===== src/rtl/lsb_regs.svh =====
// Constants for the logic, shift and bit unit
// Assumes inclusion by bare name from rtl/
`ifndef LSB_REGS_SVH
`define LSB_REGS_SVH
`define LSB_BYTE_MSB   5'h07
`define LSB_WORD_MSB   5'h0F
`define LSB_LONG_MSB   5'h1F
`define LSB_BITNO_W    3
`define LSB_REG_IDX_W  3
`define LSB_NREGS      8
`endif


===== src/rtl/lsb_pkg.sv =====
// Types for the logic, shift and bit unit
// Assumes lsb_regs.svh is in the include path
package lsb_pkg;
   typedef enum logic [1:0] {SZ_BYTE, SZ_WORD, SZ_LONG} lsb_size_t;
   typedef enum logic [4:0] {
      OP_NONE, OP_AND, OP_OR, OP_XOR, OP_NOT,
      OP_ARITH_SHIFT_LEFT, OP_ARITH_SHIFT_RIGHT, OP_LOGIC_SHIFT_LEFT, OP_LOGIC_SHIFT_RIGHT,
      OP_ROTATE_LEFT, OP_ROTATE_RIGHT, OP_ROTATE_CARRY_LEFT, OP_ROTATE_CARRY_RIGHT,
      OP_BIT_FORCE_ONE, OP_BIT_FORCE_ZERO, OP_BIT_INVERT, OP_BIT_TEST_ZERO_FLAG,
      OP_CARRY_AND_BIT, OP_CARRY_OR_BIT, OP_CARRY_XOR_BIT, OP_BIT_TO_CARRY,
      OP_CARRY_TO_BIT
   } lsb_op_t;
   // One issued operation from decode and operand fetch
   typedef struct packed {
      lsb_op_t   op;
      lsb_size_t size;
      logic      use_imm;   // Second operand or bit number from immediate
      logic      inv;       // Inverted-bit variant
      logic      mem;       // Bit operand is a memory byte
      logic [2:0] dst;      // Destination 32-bit register index
      logic      dst_hi;    // Byte view: upper half of low word
      logic      dst_e;     // Word view: upper 16 bits (extended register)
      logic [2:0] src;      // Source register index
      logic      src_hi;
      logic      src_e;
      logic [31:0] imm;
   } lsb_cmd_t;
   // Result toward register file or memory
   typedef struct packed {
      logic        wr_reg;
      logic        wr_mem;
      logic [31:0] data;
   } lsb_res_t;
endpackage


===== src/rtl/lsb_unit.sv =====
// Logic, shift and bit unit: holds eight 32-bit general registers and carry/zero flags
// Assumes decode issues one command per cycle; memory byte comes with the command
`timescale 1ns/10ps
`include "lsb_regs.svh"
module lsb_unit
   import lsb_pkg::*;
#(
   parameter int NREGS = `LSB_NREGS
) (
   // Clock and reset
   input  wire logic     clk_sys,
   input  wire logic     rstn,
   // Command from decode
   input  wire logic     cmd_valid,
   input  wire lsb_cmd_t cmd,
   input  wire logic [7:0] mem_rdata,
   // Results
   output lsb_res_t      res_r,
   output logic          done_r,
   output logic          bad_cmd_r,
   output logic [7:0]    condition_flags_r,
   output logic [31:0]   reg_view_r [NREGS]
);
   logic [31:0] gpr_r [NREGS];
   logic        carry_r, zero_r;

   // Read a sized view of a register
   function automatic logic [31:0] rd_view(input logic [31:0] v, input lsb_size_t s,
                                           input logic hi, input logic e);
      rd_view = 32'h0000_0000;
      unique case (s)
         SZ_BYTE: rd_view = {24'h00_0000, hi ? v[15:8] : v[7:0]};
         SZ_WORD: rd_view = {16'h0000, e ? v[31:16] : v[15:0]};
         default: rd_view = v;
      endcase
   endfunction

   // Merge a sized result into a register, untouched parts kept
   function automatic logic [31:0] wr_view(input logic [31:0] v, input logic [31:0] d,
                                           input lsb_size_t s, input logic hi, input logic e);
      wr_view = v;
      unique case (s)
         SZ_BYTE: if (hi) wr_view[15:8] = d[7:0]; else wr_view[7:0] = d[7:0];
         SZ_WORD: if (e) wr_view[31:16] = d[15:0]; else wr_view[15:0] = d[15:0];
         default: wr_view = d;
      endcase
   endfunction

   function automatic logic [4:0] msb_of(input lsb_size_t s);
      unique case (s)
         SZ_BYTE: msb_of = `LSB_BYTE_MSB;
         SZ_WORD: msb_of = `LSB_WORD_MSB;
         default: msb_of = `LSB_LONG_MSB;
      endcase
   endfunction

   logic [31:0] dst_v, src_v, opb, alu_out, bit_byte, bit_out;
   logic [4:0]  msb;
   logic        top_bit, low_bit, new_carry, new_zero, wr_reg, wr_mem, bad;
   logic [2:0]  bitno;
   logic        sel_bit, sel_eff;

   assign dst_v = rd_view(gpr_r[cmd.dst], cmd.size, cmd.dst_hi, cmd.dst_e);
   assign src_v = rd_view(gpr_r[cmd.src], cmd.size, cmd.src_hi, cmd.src_e);
   assign opb   = cmd.use_imm ? cmd.imm : src_v;
   assign msb   = msb_of(cmd.size);
   assign top_bit = dst_v[msb];
   assign low_bit = dst_v[0];
   // Bit number source; register form reads the low three bits only
   assign bitno = cmd.use_imm ? cmd.imm[`LSB_BITNO_W-1:0] : src_v[`LSB_BITNO_W-1:0];
   // Bit operand is a byte register or a memory byte; byte view whatever the size field says
   assign bit_byte = cmd.mem ? {24'h00_0000, mem_rdata}
                             : rd_view(gpr_r[cmd.dst], SZ_BYTE, cmd.dst_hi, cmd.dst_e);
   assign sel_bit  = bit_byte[bitno];
   assign sel_eff  = cmd.inv ? ~sel_bit : sel_bit;

   // Datapath: result and next carry/zero; zero changes only on the bit test, other ops hold it
   always_comb begin
      alu_out   = dst_v;
      bit_out   = bit_byte;
      new_carry = carry_r;
      new_zero  = zero_r;
      wr_reg    = 1'b0;
      wr_mem    = 1'b0;
      bad       = 1'b0;
      unique case (cmd.op)
         OP_AND: begin alu_out = dst_v & opb; wr_reg = 1'b1; end
         OP_OR:  begin alu_out = dst_v | opb; wr_reg = 1'b1; end
         OP_XOR: begin alu_out = dst_v ^ opb; wr_reg = 1'b1; end
         OP_NOT: begin alu_out = ~dst_v; wr_reg = 1'b1; end
         OP_ARITH_SHIFT_LEFT, OP_LOGIC_SHIFT_LEFT: begin
            alu_out = dst_v << 1;
            new_carry = top_bit;
            wr_reg = 1'b1;
         end
         OP_ARITH_SHIFT_RIGHT: begin
            alu_out = dst_v >> 1;
            alu_out[msb] = top_bit;
            new_carry = low_bit;
            wr_reg = 1'b1;
         end
         OP_LOGIC_SHIFT_RIGHT: begin
            alu_out = dst_v >> 1;
            new_carry = low_bit;
            wr_reg = 1'b1;
         end
         OP_ROTATE_LEFT: begin
            alu_out = dst_v << 1;
            alu_out[0] = top_bit;
            new_carry = top_bit;
            wr_reg = 1'b1;
         end
         OP_ROTATE_RIGHT: begin
            alu_out = dst_v >> 1;
            alu_out[msb] = low_bit;
            new_carry = low_bit;
            wr_reg = 1'b1;
         end
         OP_ROTATE_CARRY_LEFT: begin
            alu_out = dst_v << 1;
            alu_out[0] = carry_r;
            new_carry = top_bit;
            wr_reg = 1'b1;
         end
         OP_ROTATE_CARRY_RIGHT: begin
            alu_out = dst_v >> 1;
            alu_out[msb] = carry_r;
            new_carry = low_bit;
            wr_reg = 1'b1;
         end
         OP_BIT_FORCE_ONE: begin
            bit_out[bitno] = 1'b1;
            wr_reg = ~cmd.mem;
            wr_mem = cmd.mem;
         end
         OP_BIT_FORCE_ZERO: begin
            bit_out[bitno] = 1'b0;
            wr_reg = ~cmd.mem;
            wr_mem = cmd.mem;
         end
         OP_BIT_INVERT: begin
            bit_out[bitno] = ~sel_bit;
            wr_reg = ~cmd.mem;
            wr_mem = cmd.mem;
         end
         OP_BIT_TEST_ZERO_FLAG: new_zero = ~sel_bit;
         OP_CARRY_AND_BIT: new_carry = carry_r & sel_eff;
         OP_CARRY_OR_BIT:  new_carry = carry_r | sel_eff;
         OP_CARRY_XOR_BIT: new_carry = carry_r ^ sel_eff;
         OP_BIT_TO_CARRY:  new_carry = sel_eff;
         OP_CARRY_TO_BIT: begin
            bit_out[bitno] = cmd.inv ? ~carry_r : carry_r;
            wr_reg = ~cmd.mem;
            wr_mem = cmd.mem;
         end
         default: ;
      endcase
      // Inverted variants with a register bit number are refused whole
      if (cmd.inv && !cmd.use_imm) begin
         bad = 1'b1;
         wr_reg = 1'b0;
         wr_mem = 1'b0;
         new_carry = carry_r;
         new_zero = zero_r;
      end
      if (!cmd_valid) begin
         wr_reg = 1'b0;
         wr_mem = 1'b0;
         bad = 1'b0;
         new_carry = carry_r;
         new_zero = zero_r;
      end
   end

   logic is_bit_op;
   assign is_bit_op = cmd.op inside {OP_BIT_FORCE_ONE, OP_BIT_FORCE_ZERO, OP_BIT_INVERT,
                                     OP_CARRY_TO_BIT};

   // Register file write-back; bit ops always act on a byte view
   always_ff @(posedge clk_sys or negedge rstn) begin
      if (!rstn) begin
         for (int i = 0; i < NREGS; i++) gpr_r[i] <= 32'h0000_0000;
      end else if (wr_reg) begin
         gpr_r[cmd.dst] <= wr_view(gpr_r[cmd.dst], is_bit_op ? bit_out : alu_out,
                                   is_bit_op ? SZ_BYTE : cmd.size, cmd.dst_hi, cmd.dst_e);
      end
   end

   // Flags; only carry and zero are touched by this unit
   always_ff @(posedge clk_sys or negedge rstn) begin
      if (!rstn) begin
         carry_r <= 1'b0;
         zero_r  <= 1'b0;
      end else begin
         carry_r <= new_carry;
         zero_r  <= new_zero;
      end
   end

   // Registered outputs
   always_ff @(posedge clk_sys or negedge rstn) begin
      if (!rstn) begin
         res_r     <= '0;
         done_r    <= 1'b0;
         bad_cmd_r <= 1'b0;
      end else begin
         res_r.wr_reg <= wr_reg;
         res_r.wr_mem <= wr_mem;
         res_r.data   <= wr_mem ? {24'h00_0000, bit_out[7:0]} : (is_bit_op ? bit_out : alu_out);
         done_r       <= cmd_valid & ~bad;
         bad_cmd_r    <= bad;
      end
   end

   // Flag byte view: carry in bit 0, zero in bit 2; others read zero
   always_ff @(posedge clk_sys or negedge rstn) begin
      if (!rstn) condition_flags_r <= 8'h00;
      else condition_flags_r <= {5'h00, new_zero, 1'b0, new_carry};
   end

   // Mirror of the register file, one cycle behind updates
   always_ff @(posedge clk_sys or negedge rstn) begin
      if (!rstn) begin
         for (int i = 0; i < NREGS; i++) reg_view_r[i] <= 32'h0000_0000;
      end else begin
         for (int i = 0; i < NREGS; i++) reg_view_r[i] <= gpr_r[i];
      end
   end

   // Checks
   chk_test_keeps_reg: assert property (@(posedge clk_sys) disable iff (!rstn)
      cmd_valid && cmd.op == OP_BIT_TEST_ZERO_FLAG |-> !wr_reg && !wr_mem)
      else $error("bit test wrote its operand");
   chk_test_zero_val: assert property (@(posedge clk_sys) disable iff (!rstn)
      cmd_valid && cmd.op == OP_BIT_TEST_ZERO_FLAG && !cmd.inv |=> zero_r == !$past(sel_bit))
      else $error("zero flag not inverted bit");
   chk_inv_reg_refused: assert property (@(posedge clk_sys) disable iff (!rstn)
      cmd_valid && cmd.inv && !cmd.use_imm |=> bad_cmd_r && $stable(carry_r))
      else $error("inverted variant with register bit number accepted");
   chk_bit_to_carry: assert property (@(posedge clk_sys) disable iff (!rstn)
      cmd_valid && cmd.op == OP_BIT_TO_CARRY && !bad |=> carry_r == $past(sel_eff))
      else $error("bit load wrong");
   chk_shl_carry_out: assert property (@(posedge clk_sys) disable iff (!rstn)
      cmd_valid && cmd.op == OP_LOGIC_SHIFT_LEFT && !bad |=> carry_r == $past(top_bit))
      else $error("shift left carry wrong");
   chk_shr_zero_fill: assert property (@(posedge clk_sys) disable iff (!rstn)
      cmd_valid && cmd.op == OP_LOGIC_SHIFT_RIGHT && !bad |-> alu_out[msb] == 1'b0)
      else $error("logical right shift not zero filled");
   chk_sar_sign_keep: assert property (@(posedge clk_sys) disable iff (!rstn)
      cmd_valid && cmd.op == OP_ARITH_SHIFT_RIGHT |-> alu_out[msb] == top_bit)
      else $error("sign not kept");
   chk_bit_force_one_result: assert property (@(posedge clk_sys) disable iff (!rstn)
      cmd_valid && cmd.op == OP_BIT_FORCE_ONE && !bad |=> res_r.data[$past(bitno)] == 1'b1)
      else $error("bit not set");
   chk_and_result: assert property (@(posedge clk_sys) disable iff (!rstn)
      cmd_valid && cmd.op == OP_AND && !bad |=>
         res_r.data == ($past(dst_v) & $past(opb)) && res_r.wr_reg)
      else $error("and result wrong");
   chk_rotc_in: assert property (@(posedge clk_sys) disable iff (!rstn)
      cmd_valid && cmd.op == OP_ROTATE_CARRY_LEFT && !bad |-> alu_out[0] == carry_r)
      else $error("carry not rotated in");
endmodule


===== config.mk =====
export PLATFORM = sky130hd
export DESIGN_NAME = lsb_unit
export DESIGN_NICKNAME = d
export VERILOG_FILES = /design/src/rtl/lsb_pkg.sv /design/src/rtl/lsb_unit.sv
export VERILOG_INCLUDE_DIRS = /design/src /design/src/rtl
export SDC_FILE = /design/constraint.sdc
export NUM_CORES = 1
export LEC_CHECK = 0
export ABC_CLOCK_PERIOD_IN_PS = 5750
export BUFFER_PORTS_ARGS = -buffer_cell sky130_fd_sc_hd__buf_2
export CELL_PAD_IN_SITES_DETAIL_PLACEMENT = 1
export CELL_PAD_IN_SITES_GLOBAL_PLACEMENT = 2
export CORE_AREA = 3 3 235 295
export CTS_BUF_LIST = sky130_fd_sc_hd__clkbuf_8
export CTS_CLUSTER_SIZE = 28
export DETAILED_ROUTE_END_ITERATION = 7
export DIE_AREA = 0 0 238 298
export GPL_TIMING_DRIVEN = 0
export PLACE_DENSITY = 0.84
export SLEW_MARGIN = 25
export SYNTH_ARGS = -nofsm -noshare
export SYNTH_HDL_FRONTEND = slang
export SYNTH_SLANG_ARGS = --single-unit

===== constraint.sdc =====
create_clock -name clk_sys -period 5.75 [get_ports clk_sys]
set_input_delay 0.575 -clock clk_sys [delete_from_list [all_inputs] [get_ports clk_sys]]
set_output_delay 0.575 -clock clk_sys [all_outputs]
set_load 0.1 [all_outputs]

* After elaboration in Yosys (flattened, before gate mapping) *
Cells that the tools add are included.

operators by class
  add/subtract/negate cells = 0
  multipliers = 0
  div/mod/pow operators = 0
  $lt $le $gt $ge = 7
  equality and inequality tests = 23
  shift operators = 0
  muxes and demuxes = 61
  bitwise gates (word level) = 17
  reduce and logical (&&, ||, !) cells = 13

operators with widths
  operator                                       number
  case mux 32 bit (11 select lines)              1
  bitwise mux 256 bit                            1
  2-to-1 mux 32 bit                              8
  binary-select mux 32 bit (select 3 bit)        2
  bitwise mux 32 bit                             5
  case mux 32 bit (2 select lines)               2
  case mux 32 bit (4 select lines)               1
  demux 32 bit (select 3 bit)                    1
  2-to-1 mux 16 bit                              6
  case mux 16 bit (2 select lines)               2
  == test 5 x 4 -> 1 bit, second input constant  8
  2-to-1 mux 8 bit                               5
  AND 32 bit                                     1
  AND 8 x 32 -> 32 bit                           1
  inverter 32 bit                                1
  inverter 8 -> 32 bit                           1
  OR 32 bit                                      1
  bitwise XOR 32 bit                             1
  == test 5 bit, second input constant           6
  == test 5 x 3 -> 1 bit, second input constant  4
  2-to-1 mux 1 bit                               18
  OR reduction 12 bit                            1
  OR reduction 4 bit                             3
  == test 5 x 2 -> 1 bit, second input constant  2
  other kinds (28)                               39

storage, ports and cells
  flip-flop bits (word level) = 552
  latch bits = 0
  RAM bits = 0
  bits in read-only memories = 0
  output and inout port bits = 300
  memories kept = 0

* Logic depth before layout (Yosys ltp) *
Gate-level depths: netlist (run 1).

  word-level depth = 19
  depth in mapped cells = 25

* Worst setup path before layout (run 1) *
OpenSTA, ideal clock, no wires.

  kind = in2reg
  start = in cmd[34] in the netlist's numbering
  end = reg gpr_r[254] in the netlist's numbering
  arrival = 4936 ps
  required time = 5597 ps
  path slack = 661 ps
  cell stages on the path = 19
  cell sequence = buf_6 > buf_6 > buf_4 > buf_2 > buf_2 > buf_2 > buf_2 > mux4_2 > mux2i_1 > nor2_1 > a21oi_1 > o21a_1 > ha_1 > a221oi_1 > o21ai_0 > a221oi_1 > a21oi_1 > a222oi_1 > a21oi_1

between the ends
  cells in the longest elaborated chain, start to end = 17
  elaborated cells between the ends (all ways) = 23
  classes of those cells = mux: 18; bitwise: 5

RTL lines
  what                                                       line                            RTL
  start: declaration                                         lsb_unit.sv:15                  input wire lsb_cmd_t cmd,
  inverter 3 -> 4 bit (implied by the code) (*)              lsb_unit.sv:64                  assign src_v = rd_view(gpr_r[cmd.src], cmd.size, cmd.src_hi, cmd.src_e);
  binary-select mux 32 bit (select 3 bit) (*)                lsb_unit.sv:64
  2-to-1 mux 32 bit (implied by the code) (*) (2 in series)  lsb_unit.sv:64
  2-to-1 mux 16 bit or 2-to-1 mux 8 bit (tied branches)      lsb_unit.sv:33, lsb_unit.sv:32
  case mux 32 bit (2 select lines) (*)                       lsb_unit.sv:31                  unique case (s)
  2-to-1 mux 3 bit                                           lsb_unit.sv:70                  assign bitno = cmd.use_imm ? cmd.imm[`LSB_BITNO_W-1:0] : src_v[`LSB_BITNO_W-1:0];
  binary-select mux 1 bit (select 3 bit)                     lsb_unit.sv:74                  assign sel_bit = bit_byte[bitno];
  2-to-1 mux 1 bit (implied by the code)                     lsb_unit.sv:74
  inverter 1 bit                                             lsb_unit.sv:142                 bit_out[bitno] = ~sel_bit;
  bitwise mux 32 bit                                         lsb_unit.sv:142
  case mux 32 bit (4 select lines)                           lsb_unit.sv:86                  unique case (cmd.op)
  2-to-1 mux 32 bit (*)                                      lsb_unit.sv:184                 gpr_r[cmd.dst] <= wr_view(gpr_r[cmd.dst], is_bit_op ? bit_out : alu_out,
  2-to-1 mux 16 bit                                          lsb_unit.sv:44                  SZ_WORD: if (e) wr_view[31:16] = d[15:0]; else wr_view[15:0] = d[15:0];
  case mux 16 bit (2 select lines) (*)                       lsb_unit.sv:42                  unique case (s)
  2-to-1 mux 16 bit (*)                                      lsb_unit.sv:183                 end else if (wr_reg) begin
  bitwise mux 256 bit (*)                                    lsb_unit.sv:184
  end signal: indexed assignment                             lsb_unit.sv:184
  end: declaration                                           lsb_unit.sv:24                  logic [31:0] gpr_r [NREGS];

Every way passes the cells marked *; elsewhere a longest branch is shown, timed or not. The select of a mux whose other input is x is not followed.
A chain may end at the register's enable or synchronous reset.

* Final worst setup path (run 1) *
  start = in cmd[41] in the netlist's numbering
  end = reg gpr_r[23] in the netlist's numbering

between the ends
  cells in the longest elaborated chain, start to end = 16
  elaborated cells between the ends (all ways) = 36
  classes of those cells = order compare: 2; mux: 25; bitwise: 8; reduce/logical: 1

RTL lines
  what                                                                              line
  inverter 3 -> 4 bit (*)                                                           --
  branches (longest 14 deep; another with binary-select mux 32 bit (select 3 bit))  --
  bitwise mux 256 bit (*)                                                           lsb_unit.sv:184

Mark *: on every way between the ends. The select of a mux whose other input is x is not followed.

==> impl_metrics.tcl, run 1 <==
set metrics [dict create \
    gp_congestion 0.982 \
    maxSlewHeadroom 0.238 \
    clk_pin_slew_ns 0.06 \
    dp_hpwl_um 98100 \
    fin_area_mm2 0.0318 \
    grt_max_degree 101 \
    dieArea_mm2 0.0709 \
    postCtsSetupBuffers 0 \
    p_comb_frac 0.415 \
    crit_fanout 10 \
    final_common_cell "dfrtp_1" \
    netlist_area_mm2 0.0267 \
    ys_warn_count 0 \
    async_reset_ff_frac 1.00 \
    numCtsBuffers 88 \
    ios 363 \
    antenna_found_initial 12 \
    cp-startpoint "cmd[41]" \
    start_util 0.400 \
    p_sw_uw 8040 \
    fmax_ghz 0.175 \
    avgSynthCellArea_um2 11.8 \
    r2r_cells 16 \
    use_met2 0.584 \
    wl_per_cell_um 34.8 \
    grt_pass1_wl_um 180000 \
    drive_above_1_share 0.327 \
    clk_path_buf_depth 3 \
    drt-total-wl_um 127000 \
    skew_ns 0.0548 \
    finalSetupViolCount 0 \
    synth-edff-count 0 \
    die_width_um 238 \
    hold_start "cmd_valid" \
    vdd_drop_max_uv 449 \
    reg2reg_to "gpr_r[23]$_DFFE_PN0P_" \
    holdPathEnd "bad_cmd_r$_DFF_PN0_" \
    synth_flop_cell "dfrtp_1" \
    cts_tree "done" \
    cap_violations 0 \
    critPathArrivalTime_ns 6.32 \
    clk-insertion-delay-late_ns 0.74 \
    grt_use_met1 0.427 \
    cp.required_ns 6.34 \
    regArea_mm2 0.0138 \
    area_delta_synth_final_pct 19.3 \
    finalCriticalPeriod_ns 5.73 \
    final_cell_mix "550 x dfrtp_1, 365 x buf_2, 225 x nor2_1" \
    period_share 0.996 \
    r2r_slack_ns 0.11 \
    grtUsageTotal 0.355 \
    core_mm2 0.0667 \
    io_buffers 349 \
    chipHeight_um 298 \
    cts-root-buf "clkbuf_8" \
    rr_startpoint "gpr_r[15]$_DFFE_PN0P_" \
    synth.distinct_cells 98 \
    rows 106 \
    grt_overflow 0 \
    nFillCells 7243 \
    worst_slew_pin_slew_ns 1.14 \
    cp-end-kind "flop" \
    num_vias 22700 \
    placed_area_mm2 0.0297 \
    ant_nets 0 \
    status "complete, no violations" \
    via_per_inst 6.22 \
    hp-class "in -> reg" \
    cp_slowest_cell "nor2_1" \
    swShare 0.492 \
    crit_type "in -> reg" \
    seq_power_share 0.350 \
    drc_errors 0 \
    cts_sinks 550 \
    netlist_instances 2267 \
    htreeDepth 3 \
    pwr_density_cell_mw_per_mm2 514 \
    p_int_uw 8300 \
    startpoint_type "input port" \
    hold_violations 0 \
    ys_ff_latch 550 \
    drv_slew 0 \
    grt_use_met3 0.0767 \
    grt_busiest_layer "met2" \
    multi_input_area_mm2 0.0119 \
    grt_pass1_vias 24200 \
    max_stage_delay_ns 0.59 \
    power.share.clock 0.234 \
    cp_cell_sequence "buf_2 -> buf_4 -> buf_6 -> buf_2 -> buf_2 -> a21oi_1 -> nor2_1 -> a22oi_1 -> o211a_1 -> ha_1 -> nor3b_1 -> a21oi_1 -> nor4_1 -> a21oi_1 -> o21ai_0 -> a221oi_2 -> o2111ai_1 -> o21a_1 -> a221o_1 -> mux2_2" \
    rsz0062_at_grt "no" \
    drt_iter0_drc 1999 \
    whs_path_depth 2 \
    ys_seq_area_frac 0.516 \
    power.leakage_uw 0.0154 \
    whs_ns 0.109 \
    drt-pass1-iter-count 5 \
    finalNetCount 2849 \
]
-- cell families (layout without fill, tap and decap cells) --
family | after synthesis | in the layout | share of synthesized area
AO/OA/AOI/OAI | 519 | 519 | 0.143
flip-flops | 550 | 550 | 0.516
multiplexers | 341 | 341 | 0.175
adder cells (fa/ha/maj) | 66 | 66 | 0.0310
other | 1 | 12 | 0.000141
buffers and inverters | 248 | 761 | 0.0432
XOR/XNOR | 5 | 5 | 0.00164
AND/OR/NAND/NOR | 537 | 537 | 0.0898
-- critical path: cells and delay by family --
family | cells | cell delay [ns]
multiplexers | 1 | 0.36
adder cells (fa/ha/maj) | 1 | 0.24
buffers and inverters | 5 | 1.54
AO/OA/AOI/OAI | 10 | 2.79
AND/OR/NAND/NOR | 3 | 0.79
-- flip-flops by register name, summed over array words and instances, names as in the netlist --
signal,count
bad_cmd_r,1
done_r,1
reg_view_r,256
res_r,34
gpr_r,256
condition_flags_r,2
-- cell usage after synthesis, types with 18 or more instances --
master	count	area [µm²]
clkbuf_1	98	368
o21a_1	20	150
a211oi_1	21	158
a221oi_1	52	455
mux2i_1	48	480
inv_1	83	312
o21ai_1	28	140
nor2_1	225	845
o21ai_0	65	325
a22oi_1	43	323
nor3_1	25	125
nor2b_1	18	113
nand3_1	23	115
o22ai_1	29	181
buf_6	19	214
ha_1	66	826
nand2_1	162	608
dfrtp_1	550	13800
mux2_2	196	2210
and2_1	22	138
mux4_2	79	1780
a221o_1	19	190
a21oi_1	100	500
-- per-layer routing --
layer,up-vias,wire length (µm)
li1,9203,-
met1,11900,47800
met2,1242,61200
met3,408,9340
met4,4,8720
met5,-,30
-- power by group through the flow --
stage / clock network [µW] / logic, µW / registers [µW]
2_1_floorplan: 0 / 1650 / 8790
4_1_cts: 3890 / 6740 / 5700
6_report: 3830 / 6790 / 5730
3_5_place_dp: 0 / 6710 / 5740
5_1_grt: 4090 / 6970 / 5790
3_3_place_gp: 0 / 6590 / 5710
-- timing repair --
action,CTS,global route
setup endpoints to repair,136,84
gates resized for setup,8,11
cloned,0,0
hold buffers,1,0
hold endpoints to repair,91,0
-- worst max-delay path by stage --
stage | endpoint | cells after the start | slack [ns]
6_report | gpr_r[23]$_DFFE_PN0P_ | 20 | 0.02
3_5_place_dp | gpr_r[137]$_DFFE_PN0P_ | 20 | -1.47
4_1_cts | gpr_r[171]$_DFFE_PN0P_ | 19 | 0.008
2_1_floorplan | gpr_r[254]$_DFFE_PN0P_ | 19 | 0.66
5_1_grt | gpr_r[23]$_DFFE_PN0P_ | 20 | 0.02
3_3_place_gp | reg_view_r[106]$_DFF_PN0_ | 1 | -6.57
-- layout make-up --
cell class	count	share of cell area
sequential	550	0.432
tap	864	0.0340
clock inverter	46	0.0159
multi-input combinational	1474	0.373
inverter	93	0.0110
clock buffer	109	0.0471
buffer	151	0.0252
timing repair buffer	362	0.0613
antenna	6	0.000472
-- through the flow --
| stage | setup TNS, ns | total power (µW) | utilization | worst slack [ns] | instances |
|---|---|---|---|---|---|
| 2_1_floorplan | 0 | 10400 | - | 0.661 | 2272 |
| 3_3_place_gp | -3742.60 | 12300 | 0.442 | -6.57 | 3485 |
| 3_5_place_dp | -185.11 | 12500 | 0.446 | -1.47 | 3497 |
| 4_1_cts | 0 | 16300 | 0.476 | 0.00785 | 3650 |
| 5_1_grt | 0 | 16800 | 0.477 | 0.0157 | 3652 |
| 6_report | 0 | 16300 | 0.477 | 0.0222 | 3655 |
Note: power is estimated with default switching activity, not from simulation.
==> run 2: changes to the inputs <==
--- a/config.mk
+++ b/config.mk
@@ -6,17 +6,18 @@
 export SDC_FILE = /design/constraint.sdc
 export NUM_CORES = 1
 export LEC_CHECK = 0
+export ABC_AREA = 1
 export ABC_CLOCK_PERIOD_IN_PS = 5750
 export BUFFER_PORTS_ARGS = -buffer_cell sky130_fd_sc_hd__buf_2
 export CELL_PAD_IN_SITES_DETAIL_PLACEMENT = 1
 export CELL_PAD_IN_SITES_GLOBAL_PLACEMENT = 2
-export CORE_AREA = 3 3 235 295
+export CORE_AREA = 2 2 245 308
 export CTS_BUF_LIST = sky130_fd_sc_hd__clkbuf_8
 export CTS_CLUSTER_SIZE = 28
 export DETAILED_ROUTE_END_ITERATION = 7
-export DIE_AREA = 0 0 238 298
+export DIE_AREA = 0 0 247 310
 export GPL_TIMING_DRIVEN = 0
-export PLACE_DENSITY = 0.84
+export PLACE_DENSITY = 0.89
 export SLEW_MARGIN = 25
 export SYNTH_ARGS = -nofsm -noshare
 export SYNTH_HDL_FRONTEND = slang
==> run 2 against run 1 <==
Effect of this change:
- die area rose by 8.0%
- setup slack improved by 0.071 ns
- power down 6.3%
- via count is 24% higher
- register-to-register slack improved by 0.66 ns
- core utilization down 3.2 points
- sequential cell count stayed put
- final cell count grew 38%
- non-clock buffer count is 43 higher
- cell area is 3.4% higher
- clock-buffer cell count up 4
- sequential power is 4.4% lower
- largest cell class unchanged
- largest power group unchanged
==> impl_metrics.tcl, run 2 <==
set metrics [dict create \
    hold_violations 0 \
    num_vias 28200 \
    drt-total-wl_um 140000 \
    p_int_uw 7660 \
    maxSlewHeadroom 0.223 \
    drive_above_1_share 0.173 \
    clk-insertion-delay-late_ns 0.75 \
    antenna_found_initial 7 \
    post-synth-top-count-cell "nand2_1" \
    power.leakage_uw 0.0178 \
    synth_top_cell_area_share 0.496 \
    rsz0062_at_grt "no" \
    dieArea_mm2 0.0766 \
    rows 112 \
    hp-class "in -> reg" \
    crit_fanout 10 \
    finalCriticalPeriod_ns 5.66 \
    cts-root-buf "clkbuf_8" \
    cap_violations 0 \
    synthTopCellsByArea "dfrtp_1 50%, nand2_1 18%, o21ai_0 4.5%, inv_1 4.5%, ha_1 3.0%" \
    dp_hpwl_um 109000 \
    drt-pass1-iter-count 5 \
    cts_tree "done" \
    worst_slew_pin_slew_ns 1.16 \
    cp_slowest_cell "buf_1" \
    cp-end-kind "flop" \
    chipHeight_um 310 \
    avgSynthCellArea_um2 7.81 \
    grt_max_degree 95 \
    period_share 0.984 \
    area_delta_synth_final_pct 18.5 \
    grt_overflow 0 \
    cts_hold_buf 1 \
    clk_path_buf_depth 3 \
    finalSetupViolCount 0 \
    drv_slew 0 \
    p_sw_uw 7660 \
    via_per_inst 5.58 \
    critPathArrivalTime_ns 6.27 \
    final_cell_mix "1347 x nand2_1, 550 x dfrtp_1, 404 x buf_2" \
    synth-edff-count 0 \
    vdd_drop_max_uv 456 \
    yosysTopAreaCell "dfrtp_1" \
    ys_ff_latch 550 \
    pwr_density_cell_mw_per_mm2 466 \
    netlist_area_mm2 0.0277 \
    grt_pass1_wl_um 199000 \
    utilization 0.445 \
    fin_area_mm2 0.0329 \
    core_mm2 0.0739 \
    ys_seq_area_frac 0.496 \
    status "complete, no violations" \
    post-place-ws_ns -0.338 \
    swShare 0.500 \
    htreeDepth 3 \
    reg_top3 "gpr_r (256), reg_view_r (256), res_r (34)" \
    max_stage_delay_ns 0.76 \
    crit_type "in -> reg" \
    startpoint_type "input port" \
    ys_warn_count 0 \
    setup_ws_ns 0.0932 \
    fmax_ghz 0.177 \
    yosys-top-cells-count "1347 x nand2_1, 550 x dfrtp_1, 329 x inv_1, 247 x o21ai_0, 159 x nand3_1" \
    critPathMostFrequentCell "nand2_1" \
    r2r_slack_ns 0.77 \
    seq_power_share 0.358 \
    wl_per_cell_um 27.8 \
    numCtsBuffers 88 \
    clk_pin_slew_ns 0.06 \
    synth.distinct_cells 55 \
    finalNetCount 4136 \
    netlist_instances 3553 \
    postCtsSetupBuffers 0 \
    ant_nets 0 \
    power.share.clock 0.245 \
    drc_errors 0 \
    p_comb_frac 0.397 \
    cp.required_ns 6.36 \
    die_width_um 247 \
    grt_pass1_vias 28400 \
    skew_ns 0.0488 \
    drt_iter0_drc 2324 \
    ios 363 \
    nFillCells 9240 \
    async_reset_ff_frac 1.00 \
    gp_congestion 1.00 \
    synth_flop_cell "dfrtp_1" \
    grtUsageTotal 0.365 \
    whs_ns 0.0711 \
    start_util 0.376 \
    cts.repair.resized 0 \
    placed_area_mm2 0.0309 \
    final_common_cell "nand2_1" \
    io_buffers 352 \
    cts_sinks 550 \
]
run 2: cell count changes in the layout (fill, tap and decap cells not counted), sizes merged, moves of 51 or more:
cell   delta
nand2  +1195
o21ai   +224
mux4     -79
nor2     -74
mux2    -214
buf      +51
inv     +276
nand3   +166
run 2: metal layers:
metal | vias up | share of wire | track usage
met3 | 399 | 0.077 | 0.0710
met2 | 1396 | 0.47 | 0.596
met4 | 0 | 0.067 | 0.232
li1 | 12300 | - | -
met5 | - | 0 | 0
met1 | 14100 | 0.38 | 0.441
run 2: worst paths after layout:
kind	endpoint	depth (start not counted)	from
max	gpr_r[13]$_DFFE_PN0P_	26	cmd[35]
min	bad_cmd_r$_DFF_PN0_	3	cmd_valid
max reg2reg	gpr_r[13]$_DFFE_PN0P_	25	gpr_r[117]$_DFFE_PN0P_
min reg2reg	reg_view_r[27]$_DFF_PN0_	0	gpr_r[27]$_DFFE_PN0P_
max in group asynchronous	gpr_r[251]$_DFFE_PN0P_	4	rstn
min in group asynchronous	reg_view_r[42]$_DFF_PN0_	2	rstn
run 2: critical path: cells and delay by family:
family / cells / cell delay (ns)
buffers and inverters: 5 / 1.96
AND/OR/NAND/NOR: 12 / 1.79
AO/OA/AOI/OAI: 8 / 1.56
adder cells (fa/ha/maj): 1 / 0.34
run 2: logic make-up after synthesis:
logic type / Yosys count / share of synthesized area
compound gates: 613 / 0.130
xor+xnor: 2 / 0.000631
fa+ha+maj: 66 / 0.0298
buf+inv: 571 / 0.0852
flops: 550 / 0.496
mux: 1 / 0.000361
other cells: 1 / 0.000135
simple gates: 1749 / 0.258
run 2: power by group through the flow:
stage | combinational [µW] | clock, µW | sequential (µW)
finish | 6080 | 3760 | 5480
floorplan | 1450 | 0 | 8250
CTS | 6040 | 3810 | 5450
global placement | 5930 | 0 | 5500
detailed placement | 6030 | 0 | 5500
global route | 6340 | 3980 | 5530
run 2: metrics by stage:
| stage | total power, µW | setup TNS (ns) | std cells |
|---|---|---|---|
| after global routing | 15800 | 0 | 5048 |
| after global placement | 11400 | -3935.28 | 4879 |
| after detailed placement | 11500 | -8.57 | 4885 |
| after CTS | 15300 | 0 | 5045 |
| after floorplan | 9690 | 0 | 3558 |
| final | 15300 | 0 | 5050 |
run 2: final cells by class:
cell class	instances	area, µm²	share of cell area
tap	969	1210	0.0369
clock inverter	46	392	0.0119
timing repair buffer	359	1950	0.0592
buffer	197	960	0.0292
antenna	5	12.5	0.000380
multi-input combinational	2437	11600	0.354
sequential	550	13800	0.418
clock buffer	113	1560	0.0473
inverter	374	1400	0.0427
